$ cat src/rtl/pca_map.vh
// Register map, field positions and reset values of the counter array
`ifndef PCA_MAP_VH
`define PCA_MAP_VH
// ***************
// Byte addresses
// ***************
`define PCA_CTRL_ADDR 8'h00
`define PCA_MODE_ADDR 8'h04
`define PCA_CNTL_ADDR 8'h08
`define PCA_CNTH_ADDR 8'h0c
`define PCA_IRQ_ADDR 8'h10
`define PCA_MOD_BASE 8'h20
`define PCA_MOD_STRIDE 8'h10
`define PCA_MOD_MODE_OFS 4'h0
`define PCA_MOD_LOW_OFS 4'h4
`define PCA_MOD_HIGH_OFS 4'h8
// ***************
// Control register fields
// ***************
`define PCA_CTRL_OVF 7
`define PCA_CTRL_RUN 6
// ***************
// Array mode register fields
// ***************
`define PCA_MODE_IDLE 7
`define PCA_MODE_WDE 6
`define PCA_MODE_WDL 5
`define PCA_MODE_TB_HI 3
`define PCA_MODE_TB_LO 1
`define PCA_MODE_OVIE 0
`define PCA_MODE_RESET 8'h40
// ***************
// Module mode register fields
// ***************
`define PCA_MM_WIDE 7
`define PCA_MM_CMP 6
`define PCA_MM_RISE 5
`define PCA_MM_FALL 4
`define PCA_MM_MAT 3
`define PCA_MM_TOG 2
`define PCA_MM_PWM 1
`define PCA_MM_IE 0
// ***************
// Interrupt enable register fields
// ***************
`define PCA_IRQ_GLOBAL 1
`define PCA_IRQ_ARRAY 0
// ***************
// Timebase codes and divisors
// ***************
`define PCA_TB_DIV12 3'h0
`define PCA_TB_DIV4 3'h1
`define PCA_TB_T0 3'h2
`define PCA_TB_EXT 3'h3
`define PCA_TB_SYS 3'h4
`define PCA_TB_OSC8 3'h5
`define PCA_DIV12 4'hb
`define PCA_DIV4 4'h3
`endif

$ cat src/rtl/pca_top.v
// Programmable counter array with five capture/compare modules on AXI4-Lite
`include "pca_map.vh"
`default_nettype none
module pca_top #(
  parameter NMOD = 5,
  parameter WD_INDEX = 4
) (
  input wire aclk,
  input wire aresetn,
  input wire [7:0] s_axi_awaddr,
  input wire s_axi_awvalid,
  output wire s_axi_awready,
  input wire [31:0] s_axi_wdata,
  input wire [3:0] s_axi_wstrb,
  input wire s_axi_wvalid,
  output wire s_axi_wready,
  output reg [1:0] s_axi_bresp,
  output reg s_axi_bvalid,
  input wire s_axi_bready,
  input wire [7:0] s_axi_araddr,
  input wire s_axi_arvalid,
  output wire s_axi_arready,
  output reg [31:0] s_axi_rdata,
  output reg [1:0] s_axi_rresp,
  output reg s_axi_rvalid,
  input wire s_axi_rready,
  input wire cpu_idle,
  input wire timer0_overflow,
  input wire external_count_input,
  input wire ext_osc_div8,
  input wire [4:0] module_line_in,
  output wire [4:0] module_line_out,
  output wire [4:0] module_line_oe,
  output wire irq,
  output reg watchdog_reset
);
  // ***************
  // Pin synchronisers
  // ***************
  reg [6:0] sync_a;
  reg [6:0] sync_b;
  reg eci_prev;
  reg osc_prev;
  always @(posedge aclk) begin
    if (!aresetn) begin
      sync_a <= 7'h00;
      sync_b <= 7'h00;
      eci_prev <= 1'b0;
      osc_prev <= 1'b0;
    end else begin
      sync_a <= {ext_osc_div8, external_count_input, module_line_in};
      sync_b <= sync_a;
      eci_prev <= sync_b[5];
      osc_prev <= sync_b[6];
    end
  end
  // ***************
  // Registers
  // ***************
  reg [7:0] amode;
  reg run_bit;
  reg ovf;
  reg [15:0] count;
  reg [7:0] snap;
  reg gie;
  reg aie;
  reg wd_lock;
  reg [3:0] div_cnt;
  wire wd_on = amode[`PCA_MODE_WDE] | wd_lock;
  wire running = run_bit | wd_on;
  wire suspended = amode[`PCA_MODE_IDLE] & cpu_idle;
  wire [2:0] tb = amode[`PCA_MODE_TB_HI:`PCA_MODE_TB_LO];
  reg src;
  always @* begin
    case (tb)
      `PCA_TB_DIV12: src = div_cnt == `PCA_DIV12;
      `PCA_TB_DIV4: src = div_cnt == `PCA_DIV4;
      `PCA_TB_T0: src = timer0_overflow;
      `PCA_TB_EXT: src = eci_prev & ~sync_b[5];
      `PCA_TB_SYS: src = 1'b1;
      `PCA_TB_OSC8: src = ~osc_prev & sync_b[6];
      default: src = 1'b0;
    endcase
  end
  wire tick = src & running & ~suspended;
  // ***************
  // Bus slave, one transaction each way at a time
  // ***************
  reg aw_held;
  reg w_held;
  reg [7:0] aw_addr;
  reg [31:0] w_data;
  reg [3:0] w_strb;
  assign s_axi_awready = ~aw_held & ~s_axi_bvalid;
  assign s_axi_wready = ~w_held & ~s_axi_bvalid;
  assign s_axi_arready = ~s_axi_rvalid;
  wire wr_go = aw_held & w_held & ~s_axi_bvalid;
  wire wr_lane = wr_go & w_strb[0];
  wire [7:0] wb = w_data[7:0];
  wire rd_go = s_axi_arvalid & s_axi_arready;
  wire [7:0] rmod = s_axi_araddr - `PCA_MOD_BASE;
  wire [7:0] wmod = aw_addr - `PCA_MOD_BASE;
  wire w_is_mod = aw_addr >= `PCA_MOD_BASE && wmod < NMOD * `PCA_MOD_STRIDE;
  wire r_is_mod = s_axi_araddr >= `PCA_MOD_BASE && rmod < NMOD * `PCA_MOD_STRIDE;
  wire w_ctrl = wr_lane && aw_addr == `PCA_CTRL_ADDR;
  // ***************
  // Modules
  // ***************
  wire [8*NMOD-1:0] m_mode;
  wire [8*NMOD-1:0] m_low;
  wire [8*NMOD-1:0] m_high;
  wire [NMOD-1:0] m_flag;
  wire [NMOD-1:0] m_exp;
  genvar g;
  generate
    for (g = 0; g < NMOD; g = g + 1) begin : mods
      wire hit = wr_lane && w_is_mod && wmod[7:4] == g;
      pca_module #(.WD(g == WD_INDEX)) u_mod (
        .aclk(aclk),
        .aresetn(aresetn),
        .tick(tick),
        .count(count),
        .line_sync(sync_b[g]),
        .wd_on(wd_on),
        .mode_wdata(wb),
        .mode_we(hit && wmod[3:0] == `PCA_MOD_MODE_OFS),
        .byte_wdata(wb),
        .low_we(hit && wmod[3:0] == `PCA_MOD_LOW_OFS),
        .high_we(hit && wmod[3:0] == `PCA_MOD_HIGH_OFS),
        .flag_set_sw(w_ctrl && wb[g] && !(g == WD_INDEX && wd_on)),
        .flag_clr_sw(w_ctrl && !wb[g]),
        .mode(m_mode[8*g+7:8*g]),
        .low_byte(m_low[8*g+7:8*g]),
        .high_byte(m_high[8*g+7:8*g]),
        .flag(m_flag[g]),
        .line_out(module_line_out[g]),
        .wd_expire(m_exp[g])
      );
      // Line is driven whenever the CMP bit is set, capture modes included
      assign module_line_oe[g] = m_mode[8*g+`PCA_MM_CMP];
    end
  endgenerate
  wire [NMOD-1:0] mod_ie;
  generate
    for (g = 0; g < NMOD; g = g + 1) begin : ies
      assign mod_ie[g] = m_mode[8*g+`PCA_MM_IE];
    end
  endgenerate
  wire any_req = (ovf & amode[`PCA_MODE_OVIE]) | (|(m_flag & mod_ie));
  assign irq = gie & aie & any_req;
  // ***************
  // Counter, control and bus state
  // ***************
  always @(posedge aclk) begin
    if (!aresetn) begin
      amode <= `PCA_MODE_RESET;
      run_bit <= 1'b0;
      ovf <= 1'b0;
      count <= 16'h0000;
      snap <= 8'h00;
      gie <= 1'b0;
      aie <= 1'b0;
      wd_lock <= 1'b0;
      div_cnt <= 4'h0;
      watchdog_reset <= 1'b0;
      aw_held <= 1'b0;
      w_held <= 1'b0;
      aw_addr <= 8'h00;
      w_data <= 32'h00000000;
      w_strb <= 4'h0;
      s_axi_bvalid <= 1'b0;
      s_axi_bresp <= 2'b00;
      s_axi_rvalid <= 1'b0;
      s_axi_rresp <= 2'b00;
      s_axi_rdata <= 32'h00000000;
    end else begin
      // Prescaler wraps at the divide-by-12 count, or at the divide-by-4 count when that timebase is selected
      if (tb == `PCA_TB_DIV4 && div_cnt == `PCA_DIV4 || div_cnt == `PCA_DIV12) begin
        div_cnt <= 4'h0;
      end else if (!suspended) begin
        div_cnt <= div_cnt + 4'h1;
      end
      watchdog_reset <= |m_exp || (w_ctrl && wb[WD_INDEX] && wd_on);
      if (tick) begin
        count <= count + 16'h0001;
      end
      if (w_ctrl && !wb[`PCA_CTRL_OVF]) begin
        ovf <= 1'b0;
      end
      if (tick && count == 16'hffff) begin
        ovf <= 1'b1;
      end
      if (w_ctrl) begin
        run_bit <= wb[`PCA_CTRL_RUN];
      end
      if (wr_lane && aw_addr == `PCA_MODE_ADDR) begin
        amode[`PCA_MODE_WDE] <= wb[`PCA_MODE_WDE];
        amode[`PCA_MODE_OVIE] <= wb[`PCA_MODE_OVIE];
        if (wb[`PCA_MODE_WDL]) begin
          wd_lock <= 1'b1;
        end
        if (!wd_on) begin
          amode[`PCA_MODE_IDLE] <= wb[`PCA_MODE_IDLE];
          amode[`PCA_MODE_TB_HI:`PCA_MODE_TB_LO] <= wb[`PCA_MODE_TB_HI:`PCA_MODE_TB_LO];
        end
      end
      if (wr_lane && !wd_on && aw_addr == `PCA_CNTL_ADDR) begin
        count[7:0] <= wb;
      end
      if (wr_lane && !wd_on && aw_addr == `PCA_CNTH_ADDR) begin
        count[15:8] <= wb;
      end
      if (wr_lane && aw_addr == `PCA_IRQ_ADDR) begin
        gie <= wb[`PCA_IRQ_GLOBAL];
        aie <= wb[`PCA_IRQ_ARRAY];
      end
      if (s_axi_awvalid && s_axi_awready) begin
        aw_held <= 1'b1;
        aw_addr <= s_axi_awaddr;
      end
      if (s_axi_wvalid && s_axi_wready) begin
        w_held <= 1'b1;
        w_data <= s_axi_wdata;
        w_strb <= s_axi_wstrb;
      end
      if (wr_go) begin
        aw_held <= 1'b0;
        w_held <= 1'b0;
        s_axi_bvalid <= 1'b1;
        s_axi_bresp <= (aw_addr <= `PCA_IRQ_ADDR || w_is_mod) ? 2'b00 : 2'b10;
      end else if (s_axi_bready) begin
        s_axi_bvalid <= 1'b0;
      end
      if (rd_go) begin
        s_axi_rvalid <= 1'b1;
        s_axi_rresp <= 2'b00;
        s_axi_rdata <= 32'h00000000;
        case (s_axi_araddr)
          `PCA_CTRL_ADDR: s_axi_rdata[7:0] <= {ovf, run_bit, 1'b0, m_flag};
          `PCA_MODE_ADDR: s_axi_rdata[7:0] <= {amode[7:6], wd_lock, amode[4:0]};
          `PCA_CNTL_ADDR: begin
            s_axi_rdata[7:0] <= count[7:0];
            snap <= count[15:8];
          end
          `PCA_CNTH_ADDR: s_axi_rdata[7:0] <= snap;
          `PCA_IRQ_ADDR: s_axi_rdata[1:0] <= {gie, aie};
          default: begin
            if (r_is_mod && rmod[3:0] == `PCA_MOD_MODE_OFS) begin
              s_axi_rdata[7:0] <= m_mode[8*rmod[7:4] +: 8];
            end else if (r_is_mod && rmod[3:0] == `PCA_MOD_LOW_OFS) begin
              s_axi_rdata[7:0] <= m_low[8*rmod[7:4] +: 8];
            end else if (r_is_mod && rmod[3:0] == `PCA_MOD_HIGH_OFS) begin
              s_axi_rdata[7:0] <= m_high[8*rmod[7:4] +: 8];
            end else begin
              s_axi_rresp <= 2'b10;
            end
          end
        endcase
      end else if (s_axi_rready) begin
        s_axi_rvalid <= 1'b0;
      end
    end
  end
endmodule
`default_nettype wire

$ cat src/rtl/pca_module.v
// One capture/compare module of the counter array
`include "pca_map.vh"
`default_nettype none
module pca_module #(
  parameter WD = 0
) (
  input wire aclk,
  input wire aresetn,
  input wire tick,
  input wire [15:0] count,
  input wire line_sync,
  input wire wd_on,
  input wire [7:0] mode_wdata,
  input wire mode_we,
  input wire [7:0] byte_wdata,
  input wire low_we,
  input wire high_we,
  input wire flag_set_sw,
  input wire flag_clr_sw,
  output reg [7:0] mode,
  output reg [7:0] low_byte,
  output reg [7:0] high_byte,
  output reg flag,
  output reg line_out,
  output wire wd_expire
);
  reg line_prev;
  wire cap_sel = ~mode[`PCA_MM_TOG] & ~mode[`PCA_MM_MAT] & ~mode[`PCA_MM_PWM];
  wire rise = line_sync & ~line_prev;
  wire fall = ~line_sync & line_prev;
  wire cap_hit = cap_sel & ((mode[`PCA_MM_RISE] & rise) | (mode[`PCA_MM_FALL] & fall));
  wire full_eq = count == {high_byte, low_byte};
  wire cmp_on = mode[`PCA_MM_CMP] & ~mode[`PCA_MM_RISE] & ~mode[`PCA_MM_FALL];
  wire timer_m = cmp_on & mode[`PCA_MM_MAT] & ~mode[`PCA_MM_PWM];
  wire hso_m = timer_m & mode[`PCA_MM_TOG];
  wire freq_m = cmp_on & mode[`PCA_MM_TOG] & mode[`PCA_MM_PWM];
  wire pwm_m = cmp_on & ~mode[`PCA_MM_TOG] & mode[`PCA_MM_PWM];
  wire wide_modulation_select = pwm_m & mode[`PCA_MM_WIDE];
  wire low_eq = count[7:0] == low_byte;
  wire low_wrap = count[7:0] == 8'hff;
  wire full_wrap = count == 16'hffff;
  // Expiry when the low byte wraps while the high bytes agree
  assign wd_expire = (WD != 0) & wd_on & tick & low_wrap & (high_byte == count[15:8]);
  always @(posedge aclk) begin
    if (!aresetn) begin
      mode <= 8'h00;
      low_byte <= 8'h00;
      high_byte <= 8'h00;
      flag <= 1'b0;
      line_out <= 1'b0;
      line_prev <= 1'b0;
    end else begin
      line_prev <= line_sync;
      if (mode_we && !((WD != 0) && wd_on)) begin
        mode <= mode_wdata;
      end
      if (low_we) begin
        low_byte <= byte_wdata;
        mode[`PCA_MM_CMP] <= 1'b0;
      end
      if (high_we) begin
        if ((WD != 0) && wd_on) begin
          high_byte <= count[15:8] + low_byte;
        end else begin
          high_byte <= byte_wdata;
          mode[`PCA_MM_CMP] <= 1'b1;
        end
      end
      if (cap_hit && !((WD != 0) && wd_on)) begin
        {high_byte, low_byte} <= count;
      end
      if (tick && !((WD != 0) && wd_on)) begin
        if (hso_m && full_eq) begin
          line_out <= ~line_out;
        end
        if (freq_m && low_eq) begin
          line_out <= ~line_out;
          low_byte <= low_byte + high_byte;
        end
        if (pwm_m && !wide_modulation_select && low_eq) begin
          line_out <= 1'b1;
        end
        if (pwm_m && !wide_modulation_select && low_wrap) begin
          line_out <= 1'b0;
          low_byte <= high_byte;
        end
        if (wide_modulation_select && full_eq) begin
          line_out <= 1'b1;
        end
        if (wide_modulation_select && full_wrap) begin
          line_out <= 1'b0;
        end
      end
      // Hardware set wins over a software clear in the same cycle
      if (flag_clr_sw) begin
        flag <= 1'b0;
      end
      if (flag_set_sw) begin
        flag <= 1'b1;
      end
      if ((cap_hit && !((WD != 0) && wd_on)) ||
          (tick && !((WD != 0) && wd_on) && cmp_on && mode[`PCA_MM_MAT] && full_eq)) begin
        flag <= 1'b1;
      end
    end
  end
endmodule
`default_nettype wire

$ cat config.mk
export PLATFORM = sky130hd
export DESIGN_NAME = pca_top
export DESIGN_NICKNAME = d
export VERILOG_FILES = /design/src/rtl/pca_top.v /design/src/rtl/pca_module.v
export VERILOG_INCLUDE_DIRS = /design/src /design/src/rtl
export SDC_FILE = /design/constraint.sdc
export NUM_CORES = 1
export LEC_CHECK = 0
export ABC_AREA = 1
export BUFFER_PORTS_ARGS = -buffer_cell sky130_fd_sc_hd__buf_2
export CAP_MARGIN = 20
export CORE_MARGIN = 5
export CORE_UTILIZATION = 39
export DETAILED_ROUTE_END_ITERATION = 7
export HOLD_SLACK_MARGIN = 0.08
export PLACE_DENSITY_LB_ADDON = 0.1
export SYNTH_ARGS = -nofsm -noshare
export SYNTH_HDL_FRONTEND = slang
export SYNTH_SLANG_ARGS = --single-unit
export TNS_END_PERCENT = 20
$ cat constraint.sdc
create_clock -name aclk -period 5.5 [get_ports aclk]
set_clock_uncertainty 0.05 [all_clocks]
set_input_delay 1.1 -clock aclk [delete_from_list [all_inputs] [get_ports aclk]]
set_output_delay 1.1 -clock aclk [all_outputs]
set_load 0.01 [all_outputs]
# Word level (Yosys, flattened, before mapping)
# Index checks and enable logic that the tools add are counted.
totals:
  register_bits: 224
  input_bits: 68
  out_inout_bits: 53
  wordCells: 556
classes:
  add_sub_neg: 10
  magnitude_cmp: 5
  eq_ne: 36
  n_shift: 3
  muxes: 117
  bitwise: 160
  reduce_logical: 164
ops:
  columns: ["op", "count"]
  rows:
  - ["$mux 8", 41]
  - ["$shiftx 40x8->8", 3]
  - ["$and 1x1->1", 102]
  - ["$logic_and 1x1->1", 102]
  - ["$eq 16x16->1", 5]
  - ["$mux 1", 62]
  - ["$not 1->1", 49]
  - ["$add 8x8->8", 6]
  - ["$eq 8x8->1", 6]
  - ["$mux 7", 5]
  - ["$eq 8x4->1 const B", 4]
  - ["$pmux 6 s5", 1]
  - ["$reduce_bool 6->1", 5]
  - ["$reduce_bool 3->1", 9]
  - ["$reduce_bool 2->1", 10]
  - ["$add 16x1->16 const B", 1]
  - ["$eq 16x16->1 const B", 1]
  - ["$eq 8x3->1 const B", 2]
  - ["$eq 8x5->1 const B", 2]
  - ["$ge 8x6->1 const B", 2]
  - ["$logic_not 8->1", 2]
  - ["$lt 8x7->1 const B", 2]
  - ["$mux 16", 1]
  - ["$reduce_and 2->1", 8]
  - ["22 further kinds", 64]

# Logic depth before layout (Yosys ltp)
logic_depth:
  word_depth: 13
  ltp_mapped: 16

# Modules after synthesis
# A second synthesis with hierarchy kept.
hier_totals:
  cells_unflattened: 2890
  hier_area_um2: 17295.3
modules_own_cells:
  columns: ["module", "n_inst", "cells_per_inst", "area_each_um2"]
  rows:
  - ["pca_module at mods[0].u_mod ...", 4, 365, 2198.4]
  - ["pca_top", 1, 1007, 5938.2]
  - ["pca_module at mods[4].u_mod", 1, 423, 2563.7]

# Worst setup path before layout
# OpenSTA, ideal clock, no wires.
synth_timing:
  path_kind: "input to register"
  from: "in s_axi_araddr[5]"
  to: "reg s_axi_rdata[3]"
  setup_time_ns: 0.070
  t_arrival_ns: 2.687
  required_time_ns: 5.380
  path_slack_ns: 2.693
  stages: 11
  cell_sequence: "clkinv_1 clkbuf_1 ha_1 inv_1 nand2_1 o211ai_1 nor2_1 inv_1 nor2_1 nand3_1 a21oi_1"
synth_between:
  elab_chain_len: 8
  word_cells_on_any_way: 19
  cone_classes: "1 x add/sub; 2 x order compare; 4 x eq/ne; 3 x shift; 4 x mux; 5 x reduce/logical"
synth_lines:
  columns: ["element", "line", "text"]
  rows:
  - ["start: declaration", "pca_top.v:20", "input wire [7:0] s_axi_araddr,"]
  - ["$sub 8x6->8 (no line)", null, null]
  - ["$lt 8x7->1 (no line)", null, null]
  - ["$logic_and 1x1->1 (no line) (2 in a row)", null, null]
  - ["$mux 8", "pca_top.v:252", "end else if (r_is_mod && rmod[3:0] == `PCA_MOD_HIGH_OFS) begin"]
  - ["$mux 8", "pca_top.v:250", "end else if (r_is_mod && rmod[3:0] == `PCA_MOD_LOW_OFS) begin"]
  - ["$mux 8", "pca_top.v:248", "if (r_is_mod && rmod[3:0] == `PCA_MOD_MODE_OFS) begin"]
  - ["$pmux 6 s5 (*)", "pca_top.v:238", "case (s_axi_araddr)"]
  - ["end signal: assignment", "pca_top.v:239", "`PCA_CTRL_ADDR: s_axi_rdata[7:0] <= {ovf, run_bit, 1'b0, m_flag};"]
  - ["end signal: assignment", "pca_top.v:249", "s_axi_rdata[7:0] <= m_mode[8*rmod[7:4] +: 8];"]
  - ["end signal: assignment", "pca_top.v:251", "s_axi_rdata[7:0] <= m_low[8*rmod[7:4] +: 8];"]
  - ["end: declaration", "pca_top.v:23", "output reg [31:0] s_axi_rdata,"]
# Mark *: on every way between the ends. The rest lies on a longest branch, timed or not.
# A chain may end at the register's enable or synchronous reset.

# Final worst setup path
layout_timing:
  from: "in s_axi_araddr[4]"
  to: "reg s_axi_rdata[1]"
layout_between:
  elab_chain_len: 8
  word_cells_on_any_way: 19
  cone_classes: "1 x add/sub; 2 x order compare; 4 x eq/ne; 3 x shift; 4 x mux; 5 x reduce/logical"
layout_lines:
  columns: ["element", "line"]
  rows:
  - ["$sub 8x6->8 (no line)", null]
  - ["$lt 8x7->1 (no line)", null]
  - ["$logic_and 1x1->1 (no line) (2 in a row)", null]
  - ["$mux 8", "pca_top.v:252"]
  - ["$mux 8", "pca_top.v:250"]
  - ["$mux 8", "pca_top.v:248"]
  - ["$pmux 2 s5 (*)", "pca_top.v:238"]
# Marks and branches as above.

==> key figures <==
Timing
  • Slew at the pin closest to its max-slew limit: 0.9625 ns
  • Max Freq: 295.4 MHz
  • Final cycle utilization of the critical path: 61.56%
  • Setup tns final: 0 ns
  • Max Slew Vio Count: 0
  • Final hold violation count: 0
  • Fin worst setup slack: 2.114 ns
  • Final hold slack: 0.3598 ns
  • RSZ-0062 raised after global routing: no
  • Worst rel slew slack: 35.60%
  • Crit path time final: 3.386 ns
  • Endpoints failing setup: 0

Hold path
  • Hold WC Path Type: reg2reg
  • HP Start: sync_a[2]
  • Hold endpoint: sync_b[2]
  • Hold path cells: 2

Die
  • Die width: 212.1 um
  • Core Rows: 74
  • Core area: 0.04065 mm^2
  • I/O pins: 121
  • Die area: 0.04497 mm^2
  • Starting Density: 39.17%
  • Die height: 212.1 um

Power and ir drop
  • Power Total: 4.036 mW
  • P per Cell Area: 231.5 mW/mm^2
  • Lkg Pwr: 7.712 nW
  • Peak VDD IR: 0.2421 mV

Cells and area
  • Fill count: 4,293
  • Final nets: 2,544
  • Final Non-Filler Cells: 2,978
  • Share of layout cells above drive strength 1: 8.838%
  • Post-Layout Inst Area: 0.01743 mm^2
  • Syn-to-layout area delta: 9.478%
  • Final Core Density: 42.88%

Outcome
  • Status: completed

Placed design
  • I/O Buffers: 67
  • Dpl cells: 2,925
  • GPL Wtd Cong: 1.015
  • Placement Cell Area: 0.01643 mm^2
  • Post-Place Worst Slack: 1.663 ns
  • Final HPWL DP: 50,010 um

Clock network
  • CTS tree: done
  • Num Clock Sinks: 222
  • Post-cts sizing count: 0
  • Clock latency on the worst-skew pair: 0.57 ns
  • CTS H-tree depth: 1
  • Setup Fix Bufs, Post-CTS: 0
  • CTS clk-pin slew, worst paths: 0.05 ns
  • CTS buffer count: 29
  • Clk buf depth: 3
  • Root Driver: clkbuf_16
  • CTS Hold Bufs: 0

Worst setup path
  • Most common cell on crit path: inv_2
  • Reg2Reg Setup Slack: 2.32 ns
  • Critical Path RT: 5.93 ns
  • Worst r2r dst: count[15]
  • Crit start category: input port
  • Critical path's top delay family: simple AND/OR/NAND/NOR gates
  • Largest stage delay, worst path: 0.72 ns
  • Reg2Reg Depth: 10
  • CP max FO: 41
  • FF-to-FF Start: amode[6]
  • Worst setup EP type: flip-flop
  • CP bufs+invs: 3
  • Critical-path cell list: buf_2 -> inv_2 -> nor2_2 -> inv_2 -> nor3_1 -> nand2_1 -> o21ai_0 -> a211oi_1 -> a31oi_1
  • Type of the worst setup path: in2reg
  • CP max stage cell: nor2_2
  • Critical path arrival: 3.81 ns

Yosys
  • Number of synthesized register bits: 222
  • Yosys top cell area share: 27.91%
  • Top FF cell, synth: dfxtp_1
  • Count leader, synth: nand2_1
  • Post-synth top cells: 570 x nand2_1, 240 x inv_1, 222 x dfxtp_1
  • Cell Area, Synth: 0.01592 mm^2
  • Largest cells by area after synthesis: dfxtp_1 28%, nand2_1 13%, a21oi_1 6.5%, o21ai_0 5.7%, inv_1 5.7%
  • Async set-reset flop share out of synthesis: 0%
  • Synth warn: 0
  • Yosys top cell by area: dfxtp_1
  • Mapped Cells: 2,418
  • Seq/Total Area, Yosys: 27.91%
  • Library cells used by synthesis: 55
  • Mapped Avg Cell Area: 6.585 um^2
  • Post-synth EDFFs: 0

Detailed routing
  • DRC errors left: 0
  • Drt pass-1 iters: 6
  • DR vias: 16,977
  • Initial drt markers: 1,700
  • Total wire length: 69,950 um
  • Routed wire per std cell: 23.49 um
  • Vias per cell: 5.701
  • Post-DRT Antenna Nets: 0

Flow run
  • Max-capacitance violation count: 0

Global route
  • First-pass GRT wire length: 102,300 um
  • Vias in the first global route: 15,520
  • GRT Total Usage: 30.25%
  • Grt ovf: 0
  • Largest net degree at the start of global routing: 73
  • Initial antenna violation count: 2
==> cells by family after synthesis <==
logic type / Yosys count / share of synthesized area (%)
adders and majority gates: 52 / 4.369
DFF: 222 / 27.91
and+or+nand+nor: 1006 / 27.47
AOI/OAI and AO/OA: 609 / 22.29
buffers and inverters: 412 / 11.55
other: 1 / 0.02355
xor gates and xnor gates: 116 / 6.381
==> layout by cell type (no fill, tap or decap), drive strengths merged, types with 65 or more instances in the layout <==
cell type / instances
nand2: 575
inv: 253
dfxtp: 222
a21oi: 208
nor2: 194
o21ai: 186
nand3: 154
buf: 106
xor2: 73
o211ai: 69
a31oi: 65
==> routing by layer <==
metal	GRT usage, %	wire length (um)	vias to the layer above
li1	-	-	8065
met1	42.41	30670	7951
met2	46.51	29950	809
met3	5.991	6414	152
met4	10.66	2913	0
met5	0	0	-
==> flip-flops by register name (all words and copies together) (netlist names), 8 cells and up <==
signal,cells
mods.u_mod.high_byte,40
mods.u_mod.low_byte,40
mods.u_mod.mode,40
count,16
aw_addr,8
s_axi_rdata,8
snap,8
w_data,8
==> report_power, final <==
part	internal (mW)	total [mW]	switching (mW)
clock	1.23	2.02	0.790
sequential	1.64	1.65	0.0166
combinational	0.0811	0.368	0.287
==> worst min-delay path: cells and delay by family, from the launching register on <==
kind / cells / cell delay, ns
buffers and inverters: 1 / 0.04
DFF: 1 / 0.30
and+or+nand+nor: 1 / 0.04
==> worst max-delay path by stage <==
stage / startpoint / end / slack [ns] / cells after the start
2_1_floorplan: s_axi_araddr[5] / s_axi_rdata[3] / 2.69 / 11
3_3_place_gp: s_axi_araddr[4] / s_axi_rdata[1] / 1.67 / 9
3_5_place_dp: s_axi_araddr[4] / s_axi_rdata[1] / 1.66 / 9
4_1_cts: s_axi_araddr[4] / s_axi_rdata[1] / 2.23 / 9
5_1_grt: s_axi_araddr[4] / s_axi_rdata[2] / 1.98 / 9
6_report: s_axi_araddr[4] / s_axi_rdata[1] / 2.11 / 9
==> area by class of cell <==
| cell class | count | area, um^2 | share of cell area [%] |
|---|---|---|---|
| multi-input cells | 1809 | 9732 | 55.83 |
| clock buffers | 38 | 819.5 | 4.702 |
| diodes | 2 | 5.005 | 0.02871 |
| repair buffers | 106 | 630.6 | 3.618 |
| clock inverters | 13 | 172.7 | 0.9906 |
| well taps | 532 | 665.6 | 3.819 |
| inverters | 256 | 960.9 | 5.513 |
| flip-flops and latches | 222 | 4444 | 25.50 |
Note: power is estimated with default switching activity, not from simulation.
